### src/hdl/lock_cmd_map.svh
// constants for the password lock command link: codes, field positions, counts
// assumes inclusion by bare name from the device and host modules
`ifndef LOCK_CMD_MAP_SVH
`define LOCK_CMD_MAP_SVH
`define CMD_SET_PASSWORD 8'hf1
`define CMD_UNLOCK 8'hf2
`define SECTOR_WORDS 9'h100
`define LAST_WORD 8'hff
`define PW_FIRST_WORD 8'h01
`define PW_LAST_WORD 8'h10
`define REV_WORD 8'h11
`define CTRL_SEL_BIT 0
`define CTRL_LEVEL_BIT 8
`define REV_NONE_LO 16'h0000
`define REV_NONE_HI 16'hffff
`define ATTEMPTS_INIT 3'h5
`define ERR_ABORT_BIT 2
`define ST_BUSY_BIT 7
`define ST_READY_BIT 6
`define ST_ERR_BIT 0
`define ST_IDLE 8'h40
`define ST_BUSY 8'h80
`define ADDR_CMD 2'h0
`define ADDR_CTRL 2'h1
`define ADDR_PW 2'h2
`define ADDR_STAT 2'h3
`endif

### src/hdl/lock_cmd_pkg.sv
// types shared by the two ends of the password lock command link
// assumes lock_cmd_map.svh is on the include path
`default_nettype none
package lock_cmd_pkg;
	typedef logic [15:0] word_t;
	typedef logic [255:0] password_t;
	typedef enum logic [1:0] {
		dev_idle = 2'b00,
		dev_recv = 2'b01,
		dev_exec = 2'b10
	} dev_state_t;
	typedef enum logic [1:0] {
		host_idle = 2'b00,
		host_cmd = 2'b01,
		host_data = 2'b10,
		host_wait = 2'b11
	} host_state_t;
endpackage
`default_nettype wire

### src/hdl/lock_cmd_if.sv
// link between a host controller and the password lock command handler
// assumes one shared clock; the host writes command, the device returns flags
`timescale 1ns/1ps
`default_nettype none
interface lock_cmd_if;
	logic [7:0] cmd_code;
	logic cmd_valid;
	logic [15:0] data_word;
	logic data_valid;
	logic data_ready;
	logic [7:0] command_error_flags;
	logic [7:0] command_status_flags;
	logic done;
	modport device (
		input cmd_code, cmd_valid, data_word, data_valid,
		output data_ready, command_error_flags, command_status_flags, done
	);
	modport host (
		output cmd_code, cmd_valid, data_word, data_valid,
		input data_ready, command_error_flags, command_status_flags, done
	);
endinterface
`default_nettype wire

### src/hdl/password_compare.sv
// 32-byte password equality, every byte significant
// assumes operands are stable in the cycle of use
`timescale 1ns/1ps
`default_nettype none
module password_compare
	import lock_cmd_pkg::*;
(
	input wire password_t given,
	input wire password_t stored,
	output logic equal
);
	assign equal = (given == stored);
endmodule
`default_nettype wire

### src/hdl/lock_device.sv
// device end: set-password and unlock command handler with lock state
// assumes host sends one command then exactly 256 words; power_on_b is
// the power-cycle reset, rst_b the hard reset
`timescale 1ns/1ps
`default_nettype none
`include "lock_cmd_map.svh"
module lock_device
	import lock_cmd_pkg::*;
(
	input wire logic core_clk,
	input wire logic rst_b,
	input wire logic power_on_b,
	input wire logic frozen,
	lock_cmd_if.device link,
	output logic locked,
	output logic lock_enabled,
	output logic max_level,
	output logic [15:0] identify_word92
);
	////////////////////////////////////////////////////////////////
	// persistent store: survives hard reset, cleared only at power-on
	typedef struct packed {
		password_t user_pw;
		password_t master_pw;
		word_t revision;
		logic enabled;
		logic level_max;
	} keep_t;
	// session state: hard reset reloads counter and relocks
	typedef struct packed {
		dev_state_t state;
		logic is_unlock;
		logic sel_master;
		logic level_bit;
		word_t rev_in;
		password_t pw_in;
		logic [7:0] word_idx;
		logic [2:0] attempts;
		logic unlocked;
		logic [7:0] err;
		logic [7:0] stat;
		logic done;
	} dev_reg_t;
	keep_t keep;
	keep_t next_keep;
	dev_reg_t r;
	dev_reg_t next_r;
	logic user_match;
	logic master_match;
	logic was_armed;

	password_compare user_cmp (
		.given(r.pw_in),
		.stored(keep.user_pw),
		.equal(user_match)
	);
	password_compare master_cmp (
		.given(r.pw_in),
		.stored(keep.master_pw),
		.equal(master_match)
	);

	////////////////////////////////////////////////////////////////
	always_comb
	begin
		next_keep = keep;
		next_r = r;
		next_r.done = 1'b0;
		case (r.state)
			dev_idle:
			begin
				if (link.cmd_valid && (link.cmd_code == `CMD_SET_PASSWORD ||
					link.cmd_code == `CMD_UNLOCK))
				begin
					next_r.is_unlock = (link.cmd_code == `CMD_UNLOCK);
					next_r.word_idx = 8'h00;
					next_r.err = 8'h00;
					next_r.stat = `ST_BUSY;
					next_r.state = dev_recv;
				end
			end
			dev_recv:
			begin
				if (link.data_valid)
				begin
					if (r.word_idx == 8'h00)
					begin
						next_r.sel_master = link.data_word[`CTRL_SEL_BIT];
						next_r.level_bit = link.data_word[`CTRL_LEVEL_BIT];
					end
					else if (r.word_idx <= `PW_LAST_WORD)
						next_r.pw_in[(r.word_idx - `PW_FIRST_WORD) * 16 +: 16] =
							link.data_word;
					else if (r.word_idx == `REV_WORD)
						next_r.rev_in = link.data_word;
					next_r.word_idx = r.word_idx + 8'h01;
					// reserved words still consumed so the full sector drains
					if (r.word_idx == `LAST_WORD)
						next_r.state = dev_exec;
				end
			end
			dev_exec:
			begin
				// rejection checks sit after the sector so the host sees
				// a clean end; mismatch is the only compare abort
				next_r.stat = `ST_IDLE;
				if (frozen || r.attempts == 3'h0)
					next_r.err[`ERR_ABORT_BIT] = 1'b1;
				else if (!r.is_unlock)
				begin
					if (r.sel_master)
					begin
						next_keep.master_pw = r.pw_in;
						if (r.rev_in != `REV_NONE_LO &&
							r.rev_in != `REV_NONE_HI)
							next_keep.revision = r.rev_in;
					end
					else
					begin
						next_keep.user_pw = r.pw_in;
						next_keep.level_max = r.level_bit;
						next_keep.enabled = 1'b1;
					end
				end
				else if (!r.sel_master && !keep.enabled)
					next_r.err[`ERR_ABORT_BIT] = 1'b1;
				else if (r.sel_master && keep.level_max)
					next_r.err[`ERR_ABORT_BIT] = 1'b1;
				else if (r.sel_master ? master_match : user_match)
					next_r.unlocked = 1'b1;
				else
				begin
					next_r.err[`ERR_ABORT_BIT] = 1'b1;
					next_r.attempts = r.attempts - 3'h1;
				end
				if (next_r.err[`ERR_ABORT_BIT])
					next_r.stat[`ST_ERR_BIT] = 1'b1;
				next_r.done = 1'b1;
				next_r.state = dev_idle;
			end
			default:
				next_r.state = dev_idle;
		endcase
	end

	////////////////////////////////////////////////////////////////
	always_ff @(posedge core_clk or negedge power_on_b)
	begin
		if (!power_on_b)
			keep <= '0;
		else
			keep <= next_keep;
	end

	// armed-at-reset snapshot: lock takes effect only on the next reset
	always_ff @(posedge core_clk or negedge power_on_b)
	begin
		if (!power_on_b)
			was_armed <= 1'b0;
		else if (!rst_b)
			was_armed <= keep.enabled;
	end

	always_ff @(posedge core_clk or negedge rst_b)
	begin
		if (!rst_b)
		begin
			r <= '0;
			r.attempts <= `ATTEMPTS_INIT;
			// a hard reset drops any earlier unlock so an armed lock holds
			r.unlocked <= 1'b0;
			r.stat <= `ST_IDLE;
		end
		else
			r <= next_r;
	end

	// hold locked low during a hard reset and until the first edge after its release
	logic relock;
	always_ff @(posedge core_clk or negedge rst_b)
	begin
		if (!rst_b)
			relock <= 1'b1;
		else
			relock <= 1'b0;
	end

	assign locked = keep.enabled && was_armed && !r.unlocked &&
		!relock;
	assign lock_enabled = keep.enabled;
	assign max_level = keep.level_max;
	assign identify_word92 = keep.revision;
	assign link.data_ready = (r.state == dev_recv);
	assign link.command_error_flags = r.err;
	assign link.command_status_flags = r.stat;
	assign link.done = r.done;
endmodule
`default_nettype wire

### src/flat_wrapper.sv
// flat-port wrapper written by rule: the top's interface ports become plain ports
module lock_device_flat import lock_cmd_pkg::*;
  (core_clk, rst_b, power_on_b, frozen, locked, lock_enabled, max_level, identify_word92, link_cmd_code, link_cmd_valid, link_data_word, link_data_valid, link_data_ready, link_command_error_flags, link_command_status_flags, link_done);
  lock_cmd_if link_i ();
  input wire logic core_clk;
  input wire logic rst_b;
  input wire logic power_on_b;
  input wire logic frozen;
  output logic locked;
  output logic lock_enabled;
  output logic max_level;
  output logic [15:0] identify_word92;
  input wire logic [$bits(link_i.cmd_code)-1:0] link_cmd_code;
  input wire logic [$bits(link_i.cmd_valid)-1:0] link_cmd_valid;
  input wire logic [$bits(link_i.data_word)-1:0] link_data_word;
  input wire logic [$bits(link_i.data_valid)-1:0] link_data_valid;
  output wire logic [$bits(link_i.data_ready)-1:0] link_data_ready;
  output wire logic [$bits(link_i.command_error_flags)-1:0] link_command_error_flags;
  output wire logic [$bits(link_i.command_status_flags)-1:0] link_command_status_flags;
  output wire logic [$bits(link_i.done)-1:0] link_done;
  assign link_i.cmd_code = link_cmd_code;
  assign link_i.cmd_valid = link_cmd_valid;
  assign link_i.data_word = link_data_word;
  assign link_i.data_valid = link_data_valid;
  assign link_data_ready = link_i.data_ready;
  assign link_command_error_flags = link_i.command_error_flags;
  assign link_command_status_flags = link_i.command_status_flags;
  assign link_done = link_i.done;
  lock_device u_core (.core_clk(core_clk), .rst_b(rst_b), .power_on_b(power_on_b), .frozen(frozen), .link(link_i), .locked(locked), .lock_enabled(lock_enabled), .max_level(max_level), .identify_word92(identify_word92));
endmodule
### config.mk
export PLATFORM = sky130hd
export DESIGN_NAME = lock_device_flat
export DESIGN_NICKNAME = d
export VERILOG_FILES = /design/src/hdl/lock_cmd_pkg.sv /design/src/hdl/lock_cmd_if.sv /design/src/hdl/password_compare.sv /design/src/hdl/lock_device.sv /design/src/flat_wrapper.sv
export VERILOG_INCLUDE_DIRS = /design/src /design/src/hdl
export SDC_FILE = /design/constraint.sdc
export NUM_CORES = 1
export LEC_CHECK = 0
export ABC_CLOCK_PERIOD_IN_PS = 11100
export BUFFER_PORTS_ARGS = -buffer_cell sky130_fd_sc_hd__buf_2
export CAP_MARGIN = 20
export CORE_MARGIN = 10
export CORE_UTILIZATION = 58
export DETAILED_ROUTE_END_ITERATION = 10
export GPL_ROUTABILITY_DRIVEN = 1
export GPL_TIMING_DRIVEN = 0
export PLACE_DENSITY = 0.78
export RECOVER_POWER = 25
export SYNTH_ARGS = -nofsm -noshare
export SYNTH_HDL_FRONTEND = slang
export SYNTH_HIERARCHICAL = 1
export SYNTH_SLANG_ARGS = --single-unit
### constraint.sdc
create_clock -name core_clk -period 11.1 [get_ports core_clk]
set_input_delay 3.33 -clock core_clk [delete_from_list [all_inputs] [get_ports core_clk]]
set_output_delay 3.33 -clock core_clk [all_outputs]
set_load 0.005 [all_outputs]
After elaboration in Yosys (flattened, before gate mapping)
Cells that the tools add are included.

Flip-flop bits (word level): 831. Bits of input ports: 30. Output and inout bits: 37. Logic and storage cells: 97.

Add/subtract/negate cells: 4. $lt $le $gt $ge: 1. Equality and inequality tests: 12. Shift-type cells: 2. Mux-type cells: 20. Bitwise operators: 8. Reduce and logical (&&, ||, !) cells: 31.

Operators by type and width (count): 256-bit == test (2); 256-bit bitwise mux (1); 16-bit by 34-bit variable shift with 256-bit output (first input constant) (1); 16-bit by 34-bit indexed part select with 256-bit output (1); 32-bit negator with 34-bit output (1); 8-bit one-hot mux with 2 select lines (2); 8-bit == test (second input constant) (3); 8-bit 2-to-1 mux (2); 16-bit inequality test (second input constant) (1); 16-bit nonzero test (1); 4-bit AND reduction (3); 6-bit AND reduction (2); 11-bit 2-to-1 mux (1); 5-bit AND reduction (2); 1-bit 2-to-1 mux (9); 3-bit AND reduction (3); 8-bit by 1-bit subtractor with 9-bit output (second input constant) (1); 8-bit by 1-bit adder with 8-bit output (second input constant) (1); 8-bit by 5-bit == test with 1-bit output (second input constant) (1); 8-bit by 5-bit less-or-equal comparator with 1-bit output (second input constant) (1); 8-bit logical NOT (1); 1-bit inverter (8); 1-bit logical AND (7); 1-bit logical NOT (4); other kinds (14) (19).

Depth between registers and ports, before layout
Gate-level depths: netlist (run 1).

Depth in word-level cells: 10. Depth in mapped cells: 19.

Cells and area by module
Netlist (run 1), hierarchy kept.

Modules (own cells, without submodules): lock_device (times used 1, cells an instance 2315, area each 31579.0 um^2, sequential area each 20649.8 um^2); password_compare (times used 2, cells an instance 341, area each 2786.4 um^2, sequential area each 0.0 um^2).

Worst setup path before layout (run 1)
OpenSTA, ideal clock, no wires.

Path type: input port to flip-flop. Start: input port link_data_valid. End: register u_core/r[35] in the netlist's numbering. Library setup time: 127 ps. Arrival: 5075 ps. Data required time: 10973 ps. Path slack: 5897 ps. Stages: 10. Path buffers: 4. Cell sequence: and3b_1 > clkbuf_1 > and2_1 > clkbuf_1 > and3_1 > nand2_1 > a221o_1 > buf_2 > buf_6 > mux2_1.

Longest elaborated chain between the ends: 1.

RTL lines: from (decl) (RTL line flat_wrapper.sv:16) `input wire logic [$bits(link_i.data_valid)-1:0] link_data_valid;`; 4-bit AND reduction (no line); to (signal assigned) (RTL line lock_device.sv:175) `r <= next_r;`; to (decl) (RTL line lock_device.sv:46) `dev_reg_t r;`.

No other way between the ends. A chain may end at the register's enable or synchronous reset.

Worst setup path after layout (run 1)
Start: register u_core/r[21] in the netlist's numbering. End: register u_core/r[264] in the netlist's numbering.

Longest elaborated chain between the ends: 4. Elaborated cells between the ends (all ways): 9. Classes of those cells: 2 x add/sub; 1 x order compare; 2 x shift; 1 x mux; 1 x bitwise; 2 x reduce/logical.

RTL lines: 8-bit by 1-bit subtractor with 9-bit output (no line); 32-bit negator with 34-bit output (RTL line lock_device.sv:92) `` next_r.pw_in[(r.word_idx - `PW_FIRST_WORD) * 16 +: 16] = ``; 16-bit by 34-bit indexed part select with 256-bit output / 16-bit by 34-bit variable shift with 256-bit output (equally long branches) (RTL line lock_device.sv:92); 256-bit bitwise mux (RTL line lock_device.sv:92).

Several ways; a longest one is shown, not always the timed one.

==> results.toml, run 1 <==
[clock_network]
root_buffer = "clkbuf_16"
clock-sinks = 825
cts_setup_buffers = 0
clock_latency_ns = 0.66
cts_tree = "built"
clk_pin_slew_worst_paths_ns = 0.06
cts_buffer_depth = 3
htree_levels = 3
holdBufCountCts = 0
postCtsResizedCells = 0
cts-buffers-inserted = 86

[layout]
final_common_cell = "dfrtp_1"
multi_input_area_um2 = 15710
seqCellArea_um2 = 20650
mostFrequentLayoutCells = "dfrtp_1 (821), mux2_2 (551), xnor2_1 (520)"
fillers = 4530
design_area_um2 = 42030
area_delta_synth_final_pct = 13.12
nNetsFinal = 3237
drive_above_1_share = 0.2577

[run_status]
violations = "max-capacitance violations, max-slew violations"
status = "finished, violations left"

[worst_setup_path]
crit_family = "simple AND/OR/NAND/NOR gates"
worstPathArrival_ns = 7.33
critPathBufInv = 4
crit_type = "flip-flop to flip-flop"
path_cells = "clkbuf_1 > inv_1 > ha_1 > buf_2 > o21bai_1 > a211oi_1 > nor3_1 > or3b_2 > ha_1 > or4b_1 > a2111o_1 > a2111o_1 > a221oi_4 > nand4_1 > clkbuf_1 > nand2_1 > o21ai_0"
critPathLaunchType = "flip-flop"
slowest_stage = "nand4_1"
crit_path_max_incr_delay_ns = 0.84
required_ns = 11.56
crit_path_max_fanout = 10
crit_path_end_kind = "flip-flop"

[synth]
yosysUniqueCellTypes = 62
synth-seq-area-share = 0.5558
yosysWarningCount = 6
synth_top_area_frac = 0.5530
synth_area_leader_cell = "dfrtp_1"
ys_ff_latch = 825
synth_edf_count = 0
synth_area_leaders = "dfrtp_1 (55%), mux2_2 (17%), xnor2_1 (12%), nand2_1 (2.8%), o21ai_0 (2.8%)"
yosys_most_used_dff = "dfrtp_1"
async_flop_share = 1.000
avgSynthCellArea_um2 = 12.40
synthCells = 2997
netlist_area_um2 = 37150

[sta]
layout_setup_ws_ns = 4.227
final.setup_skew_ns = 0.02468
finalMaxSlewViolations = 125
rsz0062_at_grt = "no"
max_freq_ghz = 0.1455
setup_violations = 0
finalCritPeriodShare = 0.6192
tightest_slew_ns = 4.331
min_period_ns = 6.873
finalHoldViolations = 0
max-slew-margin-rel = -1.887

[detailed_routing]
wl_per_cell_um = 28.76
route.detailed.drc = 0
wl_um = 118200
firstDrtPassIters = 6
drtIter0Drc = 2842
via_per_inst = 6.264
drtAntennaViolNets = 0
vias = 25752

[placed_design]
port_buffers = 54
post-place-ws_ns = 4.472
placed_area_um2 = 39220
place.gp.congestion = 0.9562
hpwl_um = 83570

[global_route]
grt_max_degree = 120
track_usage = 0.3155
grt-ovfl-total = 0
grt_antenna_before_repair = 8
grt_pass1_wl_um = 172600
first_global_vias = 26559

[pwr]
peakVddDrop_mv = 0.1280
power_leakage_nw = 19.34
power.density_nw_per_um2 = 157.7

[floorplan]
core-area_um2 = 63200
io-pin-count = 67
fp.dieH_um = 273.1
initial_utilization = 0.5879
fp.dieW_um = 273.1
die_area_um2 = 74580
num_rows = 92

[min_path]
hp-class = "flip-flop to flip-flop"

[run]
max_cap_violations = 2
[through the flow]
step / setup TNS [ns] / instances / power [mW] / hold slack, ns / utilization
floorplan: 0 / 3009 / 3.411 / 0.4447 / -
finish: 0 / 4111 / 6.630 / 0.4829 / 0.6650
global placement: -2084.73 / 3909 / 3.757 / 0.4633 / 0.6096
global route: 0 / 4105 / 6.798 / 0.5046 / 0.6648
CTS: 0 / 4099 / 6.604 / 0.4839 / 0.6641
detailed placement: 0 / 3947 / 3.811 / 0.4706 / 0.6206
[metal layers]
layer  up-vias  wire [um]  global-route usage
li1      10801          -                   -
met1     13078      44500              0.3914
met2      1440      53520              0.4873
met3       427      11740             0.08393
met4         6       8415              0.1983
met5         -         41                   0
[Yosys cell counts (19+ instances only)]
cell type and instances:
xnor2_1 520, nor4_1 36, nor3_1 19, o21ai_1 43, o21ai_0 208, clkbuf_1 126, nand2_1 279, mux2_2 551
nand4_1 159, buf_4 33, nor2_1 30, dfrtp_1 821, nand3_1 34
[where the power goes]
part | internal (mW) | switching, mW | leakage, nW
clock network | 1.61 | 1.22 | 1.35
registers | 3.02 | 0.0181 | 11.5
logic | 0.171 | 0.590 | 6.50
[logic make-up after synthesis]
group / after synthesis / share of synthesized area
other cells: 1 / 0.0001009
xor+xnor: 524 / 0.1235
mux: 563 / 0.1706
fa+ha+maj: 12 / 0.004041
flops: 825 / 0.5558
simple gates: 609 / 0.08258
compound gates: 279 / 0.04092
buf+inv: 184 / 0.02243
[worst paths after layout]
check                      slack, ns    startpoint               end  cells past startpoint
min reg2reg                     0.48  u_core/r[17]      u_core/r[17]                      1
max reg2reg                     4.23  u_core/r[21]     u_core/r[264]                     17
min                             0.48  u_core/r[17]      u_core/r[17]                      1
max in group asynchronous       4.42    power_on_b  u_core/keep[211]                      1
min in group asynchronous       4.15         rst_b      u_core/r[25]                      1
max                             4.23  u_core/r[21]     u_core/r[264]                     17
[state kept, by name, summed over array words and instances, names as in the netlist]
name / flops
u_core/relock: 1
u_core/link.done: 1
u_core/identify_word92: 16
u_core/was_armed: 1
u_core/link.command_status_flags: 3
u_core/keep: 512
u_core/lock_enabled: 1
u_core/r: 289
u_core/max_level: 1
[worst register-to-register path, stage by stage, from the launching register on]
cell      delay [ns]
dfrtp_1         0.54
clkbuf_1        0.36
inv_1           0.16
ha_1            0.22
buf_2           0.17
o21bai_1        0.16
a211oi_1        0.44
nor3_1          0.18
or3b_2          0.49
ha_1            0.33
or4b_1          0.53
a2111o_1        0.31
a2111o_1        0.46
a221oi_4        0.35
nand4_1         0.84
clkbuf_1        0.75
nand2_1         0.27
o21ai_0         0.12
[cell type report]
cell class                      instances  area share
Antenna cell                            6   0.0003573
Buffer                                172     0.01879
Clock buffer                          114     0.05657
Clock inverter                         38    0.008812
Inverter                               12    0.001072
Multi-Input combinational cell       2000      0.3738
Sequential cell                       825      0.4914
Tap cell                              846     0.02519
Timing Repair Buffer                   98     0.02411
Power figures use the tool's default switching activity.
==> run 2: changes to the inputs <==
--- a/config.mk
+++ b/config.mk
@@ -6,7 +6,7 @@
 export SDC_FILE = /design/constraint.sdc
 export NUM_CORES = 1
 export LEC_CHECK = 0
-export ABC_CLOCK_PERIOD_IN_PS = 11100
+export ABC_CLOCK_PERIOD_IN_PS = 7100
 export BUFFER_PORTS_ARGS = -buffer_cell sky130_fd_sc_hd__buf_2
 export CAP_MARGIN = 20
 export CORE_MARGIN = 10
==> constraint.sdc (replaced) <==
create_clock -name core_clk -period 7.1 [get_ports core_clk]
set_input_delay 2.13 -clock core_clk [delete_from_list [all_inputs] [get_ports core_clk]]
set_output_delay 2.13 -clock core_clk [all_outputs]
set_load 0.005 [all_outputs]
==> run 2 against run 1 <==
Net effect: first-iteration DRC count up 1.9%; total power up 56%; global-route usage did not move; sequential power grew 56%; the run still ends with max-capacitance violations, max-slew violations left; core utilization is essentially flat; register-to-register slack lost 4.0 ns; maximum frequency shrank 0.21%; setup slack worse by 4.0 ns.
==> results.toml, run 2 (synthesized netlist as in run 1, its figures left out) <==
[run_status]
status = "finished, violations left"
violations = "max-capacitance violations, max-slew violations"

[detailed_routing]
drtIter0Drc = 2895
via_per_inst = 6.289
vias = 25856
route.detailed.drc = 0
firstDrtPassIters = 7
wl_per_cell_um = 28.79
drtAntennaViolNets = 0
wl_um = 118400

[floorplan]
io-pin-count = 67
fp.dieW_um = 273.1
die_area_um2 = 74580
num_rows = 92
core-area_um2 = 63200
initial_utilization = 0.5879
fp.dieH_um = 273.1

[worst_setup_path]
crit_path_end_kind = "flip-flop"
crit_type = "flip-flop to flip-flop"
reg2reg_from = "u_core/r[21]"
rrSetupSlack_ns = 0.21
r2r_end = "u_core/r[264]"
required_ns = 7.56
worstPathArrival_ns = 7.35
worstRegToRegCells = 17
crit_path_max_fanout = 10
critPathLaunchType = "flip-flop"

[pwr]
peakVddDrop_mv = 0.2001
power.density_nw_per_um2 = 246.8
power.total_mw = 10.37
power_leakage_nw = 19.33

[layout]
seqCellArea_um2 = 20650
mostFrequentLayoutCells = "dfrtp_1 (821), mux2_2 (551), xnor2_1 (520)"
drive_above_1_share = 0.2581
area_delta_synth_final_pct = 13.08
regMostFlops = "u_core/keep"
fillers = 4532
nNetsFinal = 3237
utilization = 0.6648
largest_reg_flops = 512
multi_input_area_um2 = 15710
final_common_cell = "dfrtp_1"

[sta]
finalMaxSlewViolations = 191
tightest_slew_ns = 4.344
finalCritPeriodShare = 0.9701
final.setup_skew_ns = 0.02162
max-slew-margin-rel = -1.896
min_period_ns = 6.888
setup_violations = 0
max_freq_ghz = 0.1452
finalHoldViolations = 0
rsz0062_at_grt = "no"

[clock_network]
clock-sinks = 825
postCtsResizedCells = 0
root_buffer = "clkbuf_16"
clock_latency_ns = 0.66
cts_setup_buffers = 0
htree_levels = 3
cts_buffer_depth = 3
clk_pin_slew_worst_paths_ns = 0.06
cts-buffers-inserted = 86
holdBufCountCts = 0
cts_tree = "built"

[placed_design]
place.gp.congestion = 0.9562
hpwl_um = 83570
port_buffers = 54

[global_route]
grt_antenna_before_repair = 8
grt_max_degree = 120
grt_pass1_wl_um = 172600
grt-ovfl-total = 0
track_usage = 0.3155
first_global_vias = 26559

[min_path]
min_path_cells = 1
hp-class = "flip-flop to flip-flop"
whs_endpoint = "u_core/r[17]"
hold_start = "u_core/r[17]"

[run]
max_cap_violations = 3
run 2: worst max-delay path by stage:
stage	start	endpoint	slack (ns)	cells past startpoint
floorplan	u_core/r[21]	u_core/r[202]	2.21	17
global placement	power_on_b	u_core/keep[387]	-6.78	1
detailed placement	u_core/r[21]	u_core/r[264]	0.47	17
CTS	u_core/r[21]	u_core/r[264]	0.40	17
global route	u_core/r[21]	u_core/r[264]	0.04	17
finish	u_core/r[21]	u_core/r[264]	0.21	17
run 2: layout make-up:
type	instances	area share
diodes	6	0.0003574
plain buffers	172	0.01879
clock buffers	114	0.05659
clock inverters	38	0.008816
inverters	12	0.001072
multi-input cells	2000	0.3740
flip-flops and latches	825	0.4915
well taps	846	0.02520
repair buffers	98	0.02359
run 2: per-layer routing:
metal / vias to the layer above / routed length, um / GRT usage
met1: 13197 / 44710 / 0.3914
met3: 424 / 11650 / 0.08393
met2: 1435 / 53440 / 0.4873
met4: 6 / 8524 / 0.1983
li1: 10794 / - / -
met5: - / 41 / 0
run 2: metrics by stage:
stage / instance area, um^2 / setup slack, ns / hold slack, ns / TNS [ns] / instances
after global placement: 38530 / -6.784 / 0.4633 / -4212.27 / 3909
after floorplan: 37200 / 2.213 / 0.4447 / 0 / 3009
final: 42010 / 0.2125 / 0.4829 / 0 / 4111
after global routing: 42000 / 0.04183 / 0.5046 / 0 / 4105
after CTS: 41970 / 0.4046 / 0.4839 / 0 / 4099
after detailed placement: 39220 / 0.4724 / 0.4706 / 0 / 3947
run 2: report_power, final:
| part | internal [mW] | leakage, nW | total, mW | switching, mW |
|---|---|---|---|---|
| Sequential | 4.73 | 11.5 | 4.75 | 0.0284 |
| Combinational | 0.266 | 6.49 | 1.19 | 0.928 |
| Clock | 2.52 | 1.35 | 4.42 | 1.90 |
run 2: worst max-delay path, cell delays in order (launching register included):
cell and delay [ns]:
dfrtp_1 0.55, clkbuf_1 0.36, inv_1 0.16, ha_1 0.22
buf_2 0.17, o21bai_1 0.16, a211oi_1 0.43, nor3_1 0.18
or3b_2 0.49, ha_1 0.33, or4b_1 0.53, a2111o_1 0.31
a2111o_1 0.46, a221oi_4 0.34, nand4_1 0.85, clkbuf_1 0.74
nand2_1 0.27, o21ai_0 0.12
